File: src/escl_regs.vh
// Purpose: constants for the encoder startup configuration loader
// Assumes: 32-bit apb data, byte addresses, one word per register
// Notes: offsets and timing counts shared by design and bench
//
// Functional notes
// - switches sampled only at startup; later changes ignored until next reset
// - adopt switches only if changed since last reset, else keep stored ids
// - node number: switches one to five give bits 0-4, bits 5-6 zero
// - switch node number zero is replaced by node number one
// - accepted changed node number resets all communication ids to defaults
// - switches six to eight select 1000,800,500,250,125,50,20,10 kbit/s
// - error led dark with valid position, blinking on wrong position
// - bus led dark on lost master, blinks preop, lit operational
// - after power-on initialise, then enter pre-operational state
// - copy stored parameters at init; load defaults if never programmed
`ifndef ESCL_REGS_VH
`define ESCL_REGS_VH
`define ESCL_OFF_CTRL 12'h000
`define ESCL_OFF_STATUS 12'h004
`define ESCL_OFF_NODE 12'h008
`define ESCL_OFF_RATE 12'h00c
`define ESCL_OFF_SWITCH 12'h010
// ctrl fields
`define ESCL_CTRL_OPER 0
`define ESCL_CTRL_LOST 1
`define ESCL_CTRL_POS_BAD 2
// status fields
`define ESCL_ST_DONE 0
`define ESCL_ST_ADOPT 1
`define ESCL_ST_DEFAULTS 2
`define ESCL_ST_COMM_RST 3
// nmt state codes
`define ESCL_NMT_INIT 2'h0
`define ESCL_NMT_PREOP 2'h1
`define ESCL_NMT_OPER 2'h2
// blink half period
`define ESCL_BLINK_MS 200
`define ESCL_CLK_MHZ 250
// startup timing and output reset values
`define ESCL_SYNC_LAST 3'h3
`define ESCL_RST_NODE 7'h01
`define ESCL_RST_RATE 3'h0
`define ESCL_RST_KBPS 10'h3e8
`endif

File: src/escl_loader.v
// Purpose: startup switch sampling, parameter load, nmt start and led drive
// Assumes: nonvolatile memory reached by a simple req/ack word port
// Notes: apb slave, zero wait states, unmapped addresses read zero and pslverr
//
// Our own choices: the APB interface to the registers and the address map.
`timescale 1ns/1ps
`include "escl_regs.vh"
module escl_loader #(
  parameter BLINK_CYCLES = `ESCL_BLINK_MS * 1000 * `ESCL_CLK_MHZ
) (
  // clock and reset
  input wire pclk,
  input wire presetn,
  input wire clk_en,
  // apb slave
  input wire psel,
  input wire penable,
  input wire pwrite,
  input wire [11:0] paddr,
  input wire [31:0] pwdata,
  output wire pready,
  output reg [31:0] prdata,
  output wire pslverr,
  // configuration switches, asynchronous
  input wire [7:0] config_switch_bank,
  // nonvolatile memory: word 0 is stored switch copy, bit 8 set when programmed
  output reg nvm_req,
  output reg nvm_we,
  output reg [8:0] nvm_wdata,
  input wire nvm_ack,
  input wire [8:0] nvm_rdata,
  // results
  output reg [6:0] node_id,
  output reg [2:0] rate_code,
  output reg [9:0] rate_kbps,
  output reg comm_ids_default,
  output reg params_default,
  output reg can_enable,
  output reg [1:0] nmt_state,
  // indicators
  output reg err_led,
  output reg bus_led
);
  localparam ST_SYNC = 3'h0;
  localparam ST_READ = 3'h1;
  localparam ST_DECIDE = 3'h2;
  localparam ST_WRITE = 3'h3;
  localparam ST_RUN = 3'h4;
  reg [2:0] state_reg;
  reg [2:0] sync_cnt_reg;
  reg [7:0] sw_meta_reg;
  reg [7:0] sw_sync_reg;
  reg [7:0] sw_snap_reg;
  reg [8:0] nvm_word_reg;
  reg adopt_reg;
  reg oper_reg;
  reg lost_reg;
  reg pos_bad_reg;
  reg [31:0] blink_cnt_reg;
  reg blink_reg;
  wire wr_en = psel & penable & pwrite;
  wire done = (state_reg == ST_RUN);

  function [9:0] rate_of;
    input [2:0] code;
    begin
      case (code)
        3'h0: rate_of = 10'h3e8;
        3'h1: rate_of = 10'h320;
        3'h2: rate_of = 10'h1f4;
        3'h3: rate_of = 10'h0fa;
        3'h4: rate_of = 10'h07d;
        3'h5: rate_of = 10'h032;
        3'h6: rate_of = 10'h014;
        default: rate_of = 10'h00a;
      endcase
    end
  endfunction

  function [6:0] node_of;
    input [4:0] sw;
    begin
      if (sw == 5'h00) begin
        node_of = 7'h01;
      end else begin
        node_of = {2'b00, sw};
      end
    end
  endfunction

  // switch synchroniser
  always @(posedge pclk or negedge presetn) begin
    if (!presetn) begin
      sw_meta_reg <= 8'h00;
      sw_sync_reg <= 8'h00;
    end else if (clk_en) begin
      sw_meta_reg <= config_switch_bank;
      sw_sync_reg <= sw_meta_reg;
    end
  end

  // startup sequencer
  always @(posedge pclk or negedge presetn) begin
    if (!presetn) begin
      state_reg <= ST_SYNC;
      sync_cnt_reg <= 3'h0;
      sw_snap_reg <= 8'h00;
      nvm_word_reg <= 9'h000;
      adopt_reg <= 1'b0;
      nvm_req <= 1'b0;
      nvm_we <= 1'b0;
      nvm_wdata <= 9'h000;
      node_id <= `ESCL_RST_NODE;
      rate_code <= `ESCL_RST_RATE;
      rate_kbps <= `ESCL_RST_KBPS;
      comm_ids_default <= 1'b0;
      params_default <= 1'b0;
      can_enable <= 1'b0;
      nmt_state <= `ESCL_NMT_INIT;
    end else if (clk_en) begin
      case (state_reg)
        ST_SYNC: begin
          sync_cnt_reg <= sync_cnt_reg + 3'h1;
          // wait until the synchroniser holds settled switch levels
          if (sync_cnt_reg == `ESCL_SYNC_LAST) begin
            sw_snap_reg <= sw_sync_reg;
            nvm_req <= 1'b1;
            nvm_we <= 1'b0;
            state_reg <= ST_READ;
          end
        end
        ST_READ: begin
          if (nvm_ack) begin
            nvm_req <= 1'b0;
            nvm_word_reg <= nvm_rdata;
            state_reg <= ST_DECIDE;
          end
        end
        ST_DECIDE: begin
          // an unprogrammed memory counts as a change, so ids and parameters default
          params_default <= ~nvm_word_reg[8];
          adopt_reg <= ~nvm_word_reg[8] | (nvm_word_reg[7:0] != sw_snap_reg);
          node_id <= node_of(sw_snap_reg[4:0]);
          rate_code <= sw_snap_reg[7:5];
          rate_kbps <= rate_of(sw_snap_reg[7:5]);
          comm_ids_default <= ~nvm_word_reg[8] |
            (nvm_word_reg[4:0] != sw_snap_reg[4:0]);
          nvm_req <= 1'b1;
          nvm_we <= 1'b1;
          nvm_wdata <= {1'b1, sw_snap_reg};
          state_reg <= ST_WRITE;
        end
        ST_WRITE: begin
          if (nvm_ack) begin
            nvm_req <= 1'b0;
            nvm_we <= 1'b0;
            can_enable <= 1'b1;
            nmt_state <= `ESCL_NMT_PREOP;
            state_reg <= ST_RUN;
          end
        end
        ST_RUN: begin
          if (oper_reg) begin
            nmt_state <= `ESCL_NMT_OPER;
          end else begin
            nmt_state <= `ESCL_NMT_PREOP;
          end
        end
        default: begin
          state_reg <= ST_SYNC;
        end
      endcase
    end
  end

  // software control bits
  always @(posedge pclk or negedge presetn) begin
    if (!presetn) begin
      oper_reg <= 1'b0;
      lost_reg <= 1'b0;
      pos_bad_reg <= 1'b0;
    end else if (clk_en && wr_en && paddr == `ESCL_OFF_CTRL) begin
      oper_reg <= pwdata[`ESCL_CTRL_OPER] & done;
      lost_reg <= pwdata[`ESCL_CTRL_LOST];
      pos_bad_reg <= pwdata[`ESCL_CTRL_POS_BAD];
    end
  end

  // blink timebase and leds
  always @(posedge pclk or negedge presetn) begin
    if (!presetn) begin
      blink_cnt_reg <= 32'h0000_0000;
      blink_reg <= 1'b0;
      err_led <= 1'b0;
      bus_led <= 1'b0;
    end else if (clk_en) begin
      if (blink_cnt_reg >= BLINK_CYCLES - 1) begin
        blink_cnt_reg <= 32'h0000_0000;
        blink_reg <= ~blink_reg;
      end else begin
        blink_cnt_reg <= blink_cnt_reg + 32'h0000_0001;
      end
      err_led <= pos_bad_reg & blink_reg;
      if (!done || lost_reg) begin
        bus_led <= 1'b0;
      end else if (nmt_state == `ESCL_NMT_OPER) begin
        bus_led <= 1'b1;
      end else begin
        bus_led <= blink_reg;
      end
    end
  end

  // apb read
  wire mapped = (paddr == `ESCL_OFF_CTRL) || (paddr == `ESCL_OFF_STATUS) ||
    (paddr == `ESCL_OFF_NODE) || (paddr == `ESCL_OFF_RATE) ||
    (paddr == `ESCL_OFF_SWITCH);
  assign pready = 1'b1;
  assign pslverr = psel & penable & ~mapped;
  always @(posedge pclk or negedge presetn) begin
    if (!presetn) begin
      prdata <= 32'h0000_0000;
    end else if (clk_en && psel && !penable && !pwrite) begin
      case (paddr)
        `ESCL_OFF_CTRL: prdata <= {29'h0, pos_bad_reg, lost_reg, oper_reg};
        `ESCL_OFF_STATUS: prdata <= {28'h0, comm_ids_default, params_default,
          adopt_reg, done};
        `ESCL_OFF_NODE: prdata <= {25'h0, node_id};
        `ESCL_OFF_RATE: prdata <= {19'h0, rate_kbps, rate_code};
        `ESCL_OFF_SWITCH: prdata <= {24'h0, sw_snap_reg};
        default: prdata <= 32'h0000_0000;
      endcase
    end
  end
endmodule // escl_loader

File: config.mk
export PLATFORM = sky130hd
export DESIGN_NAME = escl_loader
export DESIGN_NICKNAME = d
export VERILOG_FILES = /design/src/escl_loader.v
export VERILOG_INCLUDE_DIRS = /design/src /design/src/src
export SDC_FILE = /design/constraint.sdc
export NUM_CORES = 1
export LEC_CHECK = 0
export ABC_CLOCK_PERIOD_IN_PS = 2100
export BUFFER_PORTS_ARGS = -buffer_cell sky130_fd_sc_hd__buf_2
export CORE_MARGIN = 10
export CORE_UTILIZATION = 30
export DETAILED_ROUTE_END_ITERATION = 10
export GPL_TIMING_DRIVEN = 0
export PLACE_DENSITY_LB_ADDON = 0.2
export SYNTH_ARGS = -nofsm -noshare
export SYNTH_HDL_FRONTEND = slang
export SYNTH_SLANG_ARGS = --single-unit
File: constraint.sdc
create_clock -name pclk -period 2.1 [get_ports pclk]
set_clock_uncertainty 0.05 [all_clocks]
set_input_delay 0.42 -clock pclk [delete_from_list [all_inputs] [get_ports pclk]]
set_output_delay 0.42 -clock pclk [all_outputs]
set_load 0.02 [all_outputs]
Yosys cells after proc, flatten, opt, wreduce, memory -nomap -nowiden:

Cells that the tools add are included.

* add/subtract/negate cells: 2
* order comparisons: 1
* eq/ne operators: 22
* muxes and demuxes: 18
* bitwise logic cells: 11
* reduce and logical (&&, ||, !) cells: 31

Operators by type and width (count)
* 10-bit one-hot mux with 7 select lines: 1
* 13-bit one-hot mux with 5 select lines: 1
* 32-bit by 1-bit adder with 32-bit output (second input constant): 1
* 32-bit by 26-bit >= comparator with 1-bit output (second input constant): 1
* 32-bit 2-to-1 mux: 1
* 12-bit by 4-bit equality test with 1-bit output (second input constant): 2
* 3-bit by 2-bit equality test with 1-bit output (second input constant): 5
* 3-bit one-hot mux with 5 select lines: 1
* 12-bit by 3-bit equality test with 1-bit output (second input constant): 1
* 12-bit by 5-bit equality test with 1-bit output (second input constant): 1
* 3-bit equality test (second input constant): 4
* 12-bit zero test: 1
* 3-bit AND reduction: 4
* 3-bit 2-to-1 mux: 3
* 8-bit inequality test: 1
* 4-bit AND reduction: 2
* 3-bit by 1-bit equality test with 1-bit output (second input constant): 2
* 3-bit zero test: 2
* 2-bit inequality test (second input constant): 3
* 1-bit one-hot mux with 3 select lines: 2
* 2-bit AND reduction: 3
* 3-bit nonzero test: 2
* 1-bit AND: 5
* 1-bit logical AND: 5
* 16 further kinds: 31

* bits in registers: 146
* bits of input ports: 68

Depth between registers and ports, before layout:

Gate-level depths: netlist of the first run.

* depth in word-level cells: 7
* depth in mapped cells: 7
* depth with buffers taken out: 6

Worst setup path before layout of the first run:

OpenSTA, ideal clock, no wires.

* path type: input -> register
* from: input port clk_en
* to: register adopt_reg
* library setup time: 0.146 ns
* arrival time: 1.564 ns
* data required time: 1.904 ns
* slack: 0.340 ns
* stages: 6
* buffers on the path: 2
* cells stage by stage: clkbuf_8 clkinv_2 or3_1 buf_2 nor4_2 a41oi_1

* word-level cells in the longest chain between the ends: 1

Ends and longest elaborated chain
* start: declaration: RTL line escl_loader.v:14 `input wire clk_en,`
* 2-bit AND reduction (no line)
* end signal: assignment: RTL line escl_loader.v:142 `adopt_reg <= ~nvm_word_reg[8] | (nvm_word_reg[7:0] != sw_snap_reg);`
* end: declaration: RTL line escl_loader.v:55 `reg adopt_reg;`

No other way between the ends.
A chain may end at the register's enable or synchronous reset.

Worst setup path in the final report of the first run:

* from: register blink_cnt_reg[12]
* to: register blink_cnt_reg[29]

* word-level cells in the longest chain between the ends: 2
* elaborated cells on any way between the ends: 3
* those cells by class: 1 x add/sub; 1 x order compare; 1 x mux

Ends and longest elaborated chain
* start: declaration: RTL line escl_loader.v:59 `reg [31:0] blink_cnt_reg;`
* start signal: assignment: RTL line escl_loader.v:201 `blink_cnt_reg <= blink_cnt_reg + 32'h0000_0001;`
* 32-bit by 1-bit adder with 32-bit output / 32-bit by 26-bit >= comparator with 1-bit output (equally long branches): RTL line escl_loader.v:201, escl_loader.v:197
* 32-bit 2-to-1 mux (*): RTL line escl_loader.v:197 `if (blink_cnt_reg >= BLINK_CYCLES - 1) begin`

Every way passes the cells marked *; elsewhere a longest branch is shown, timed or not.

==> results.toml, run 1 <==
[status]
outcome = "complete, no violations"

[placed_design]
port_buffers = 87
gp_congestion = 0.808
place_area_um2 = 6640
hpwl_mm = 11.3

[cells_and_area]
areaGrowthSynthToFinish_pct = 26.4
most-common-layout-cells = "115 x dfrtp_1, 92 x buf_2, 64 x nand2_1, 49 x nor2_1, 38 x mux2_2"
drive_gt1_share_pct = 31.8
ff_latch_area_um2 = 3060
final_area_um2 = 7290
largest_reg_flops = 32
multi_input_area_um2 = 2450
antenna_cells = 0
nets = 743
mostFrequentLayoutCell = "dfrtp_1"
nFillCells = 1868

[power]
powerDensity_nw_per_um2 = 1170
max-vdd-ir-drop_uv = 654
p_total_mw = 8.54
p_leak_nw = 3.50

[clocking]
clock_latency_ps = 410
ctsRootBufferMaster = "clkbuf_16"
clock_path_buffers = 2
htreeDepth = 4
cts-buffers-inserted = 17
clkTransAtPathRegs_ps = 60
tritoncts = "built"
cts_num_sinks = 122

[min_path]
min_path_type = "input port to flip-flop"
min-delay-start = "config_switch_bank[2]"

[drt]
drc = 0
avgRoutedWirePerCell_um = 16.0
antenna_left = 0
num_vias = 4387
first_iter_violations = 177
first_pass_iters = 4
drt_wl_total_mm = 15.2
vias_per_cell = 4.64

[sta]
finalHoldViolations = 0
tightestPinTransition_ps = 694
period_needed_ps = 1990
finalCritPeriodShare_pct = 94.9
final_max_slew_viol_count = 0
fmax_ghz = 0.502
rsz0062_at_grt = "false"
setup_viol = 0
slew_headroom_pct = 53.4
holdWs_ps = 188

[worst_setup_path]
r2r_start = "blink_cnt_reg[12]"
worstPathArrival_ps = 2240
path_max_fanout = 10
crit_start = "blink_cnt_reg[12]"
worstSetupPathType = "flip-flop to flip-flop"
cp.required_ps = 2340
startpoint_type = "flip-flop"
end_kind = "flip-flop"

[floorplan]
die_h_um = 159
dieArea_um2 = 25200
io_pins = 140
start_util_pct = 30.6
die_w_um = 159
rows = 50
core_area_um2 = 18800

[synth]
synth_ff_type = "dfrtp_1"
yosysSeqAreaShare_pct = 53.1
syn_area_um2 = 5770
synth-warning-count = 0
syn_inst = 543
synth.area.top_cells = "dfrtp_1 50%, mux2_2 7.4%, nand2_1 4.2%"
ys_ff_latch = 122
async_flop_share_pct = 100
avgSynthCellArea_um2 = 10.6
yosys.area.top_type = "dfrtp_1"
synth_top_area_share_pct = 49.9
synth-edff-count = 0
synth_cell_types = 56

[global_route]
track_usage_pct = 12.4
gr-total-overflow = 0
grt_max_degree = 72
grt_pass1_vias = 4397
antenna_found_initial = 0
grt_pass1_wl_mm = 24.1

[job]
max_cap_violations = 0
==> kinds of logic (layout without fill, tap and decap cells) <==
kind of cell	count (synthesis)	after routing	synth area share [%]
AND/OR/NAND/NOR	202	202	17.4
flip-flops	122	122	53.1
AO/OA/AOI/OAI	73	73	8.38
buffers and inverters	59	181	6.05
multiplexers	46	46	8.81
XOR/XNOR	36	36	5.47
adder cells (fa/ha/maj)	3	3	0.651
other	2	22	0.130
==> layout make-up <==
cell class,count,area share [%]
flip-flops and latches,122,42.0
clock inverters,13,2.42
multi-input cells,382,33.6
plain buffers,47,4.15
repair buffers,90,6.67
well taps,260,4.46
clock buffers,19,6.07
inverters,12,0.635
==> cells in the mapped netlist, drive strengths merged (8+ instances only) <==
cell type,n
nand4,13
nor2,51
buf,36
xnor2,14
nand3,24
mux2i,8
nand2,65
o21ai,27
xor2,22
dfrtp,115
clkbuf,11
a21oi,8
mux2,38
and3,10
inv,11
nor4,11
==> critical path, stage by stage, from the launching register on <==
cell     delay (ps)
dfrtp_1         440
nand4_1         260
nor4_2          260
nand4_2         270
a21oi_4         350
buf_6           190
nor2_1           60
==> per-stage QoR <==
stage / utilization (%) / instances / worst slack [ps] / TNS (ps)
finish: 38.7 / 945 / 106 / 0
detailed placement: 35.2 / 911 / 28.6 / 0
global placement: 35.1 / 910 / -1040 / -120540
floorplan: - / 563 / 340 / 0
CTS: 38.6 / 944 / 26.7 / 0
global route: 38.7 / 945 / 6.33 / 0
==> where the power goes <==
group	leakage, nW	switching, mW	internal, mW
logic	1.65	1.22	0.854
registers	1.55	0.494	2.91
clock network	0.299	1.05	2.01
==> repair_timing <==
| action | CTS | global route |
|---|---|---|
| hold endpoints to repair | 45 | 0 |
| setup endpoints to repair | 0 | 34 |
| hold buffers | 1 | 0 |
| resized for setup | 0 | 5 |
| buffers inserted | 0 | 1 |
==> worst paths after layout <==
kind	depth (start not counted)	end	slack (ps)
max in group asynchronous	3	node_id[0]	750
min reg2reg	1	can_enable	410
max	6	blink_cnt_reg[29]	110
min	2	sw_meta_reg[2]	190
min in group asynchronous	2	nvm_wdata[8]	480
max reg2reg	6	blink_cnt_reg[29]	110
==> routing by layer <==
layer  share of wire, %  global-route usage [%]  up-vias
met3                5.3                    3.53        6
met4               0.88                    4.81        0
met2                 48                    19.2      104
met5                  0                       0        -
li1                   -                       -     2109
met1                 46                    15.9     2168
No activity file was read; power rests on OpenSTA's default activity.
==> run 2, diff against run 1 <==
- CELL_PAD_IN_SITES_DETAIL_PLACEMENT: default -> 1
- CELL_PAD_IN_SITES_GLOBAL_PLACEMENT: default -> 2
- CORE_UTILIZATION: 30 -> 34
==> run 2 against run 1 <==
Compared with the run above:
- cell area about the same
- worst hold slack got worse by 6.5 ps
- power rose by 1.1%
- first-iteration DRC count decreased by 4.0%
- combinational power is 2% higher
- via count is 1.7% higher
- sequential power hardly changed
- routed wire length grew 6.8%
- core utilization increased by 5.2 points
- critical endpoint is now blink_reg
- largest cell class unchanged
- highest routed layer unchanged
==> results.toml, run 2 (synthesized netlist as in run 1, its figures left out) <==
[worst_setup_path]
worstPathArrival_ps = 2280
path_buf_inv = 1
worstSetupPathType = "flip-flop to flip-flop"
cp_slowest_cell = "dfrtp_1"
max_stage_delay_ps = 400
cp_top_family = "compound AO/OA/AOI/OAI gates"
startpoint_type = "flip-flop"
cp.required_ps = 2390
path_max_fanout = 8
end_kind = "flip-flop"
critical_path.cell_chain = "ha_1 -> nand2_1 -> o211ai_1 -> nand4_2 -> a21oi_4 -> buf_4 -> xor2_1"

[job]
max_cap_violations = 0

[sta]
tns_ps = 0
tightestPinTransition_ps = 728
rsz0062_at_grt = "false"
setup_ws_ps = 109
finalHoldViolations = 0
holdWs_ps = 181
period_needed_ps = 1990
final_max_slew_viol_count = 0
setup_viol = 0
fmax_ghz = 0.502
slew_headroom_pct = 51.1
finalCritPeriodShare_pct = 94.8

[placed_design]
hpwl_mm = 12.0
port_buffers = 87
place_area_um2 = 6590
gp_congestion = 0.776
pre_cts_ws_ps = -59.3
dp_cells = 871

[floorplan]
start_util_pct = 34.8
die_h_um = 150
core_area_um2 = 16600
io_pins = 140
rows = 47
die_w_um = 150
dieArea_um2 = 22600

[drt]
vias_per_cell = 4.92
drc = 0
antenna_left = 0
drt_wl_total_mm = 16.2
first_pass_iters = 4
num_vias = 4460
first_iter_violations = 170
avgRoutedWirePerCell_um = 17.8

[global_route]
grt_pass1_wl_mm = 26.4
grt_pass1_vias = 4913
antenna_found_initial = 0
gr-total-overflow = 0
grt_max_degree = 89
track_usage_pct = 14.9

[cells_and_area]
areaGrowthSynthToFinish_pct = 26.4
finalCoreUtilization_pct = 44.0
drive_gt1_share_pct = 32.3
ff_latch_area_um2 = 3060
largest_reg_flops = 32
mostFrequentLayoutCell = "dfrtp_1"
stdcell_count = 907
most-common-layout-cells = "115 x dfrtp_1, 92 x buf_2, 64 x nand2_1, 48 x nor2_1, 38 x mux2_2"
final_area_um2 = 7290
nets = 746
nFillCells = 1844
antenna_cells = 0
multi_input_area_um2 = 2460

[status]
outcome = "complete, no violations"

[clocking]
ctsRootBufferMaster = "clkbuf_16"
clock_latency_ps = 420
cts_num_sinks = 122
htreeDepth = 4
cts-buffers-inserted = 17
clkTransAtPathRegs_ps = 60
clock_path_buffers = 2
tritoncts = "built"

[power]
powerDensity_nw_per_um2 = 1180
p_leak_nw = 3.53
max-vdd-ir-drop_uv = 709
p_total_mw = 8.63

[min_path]
min_path_type = "input port to flip-flop"
==> run 2: final timing paths <==
check | start | to | slack (ps) | cells after the start
worst max-delay path | blink_cnt_reg[0] | blink_reg | 110 | 7
min in group asynchronous | presetn | nvm_word_reg[7] | 410 | 2
worst max register to register | blink_cnt_reg[0] | blink_reg | 110 | 7
worst min register to register | nvm_wdata[8] | nvm_wdata[8] | 420 | 1
max in group asynchronous | presetn | node_id[0] | 820 | 3
worst min-delay path | config_switch_bank[3] | sw_meta_reg[3] | 180 | 2
==> run 2: power by group <==
part	internal [mW]	switching [mW]	leakage (nW)	total, mW
Sequential	2.91	0.489	1.55	3.40
Clock	2.08	1.05	0.305	3.13
Combinational	0.856	1.25	1.68	2.11
Total	5.84	2.79	3.53	8.63
==> run 2: area by class of cell <==
cell class / count / share of cell area (%)
Clock buffer: 21 / 6.45
Multi-Input combinational cell: 382 / 33.7
Timing Repair Buffer: 93 / 6.98
Sequential cell: 122 / 42.0
Clock inverter: 10 / 2.28
Inverter: 12 / 0.635
Tap cell: 220 / 3.78
Buffer: 47 / 4.17
==> run 2: timing repair <==
action | 4_1_cts | 5_1_grt
pin swaps | 2 | 3
gates resized for setup | 3 | 5
setup buffers | 3 | 1
hold buffers | 1 | 0
endpoints found under the setup margin | 31 | 27
cloned | 0 | 0
endpoints found under the hold margin | 28 | 0
==> run 2: per-layer routing <==
layer	wire length (um)	up-vias	global-route usage, %
li1	-	2109	-
met1	7130	2226	18.4
met2	7730	113	24.0
met3	1140	12	5.01
met4	178	0	4.71
met5	0	-	0
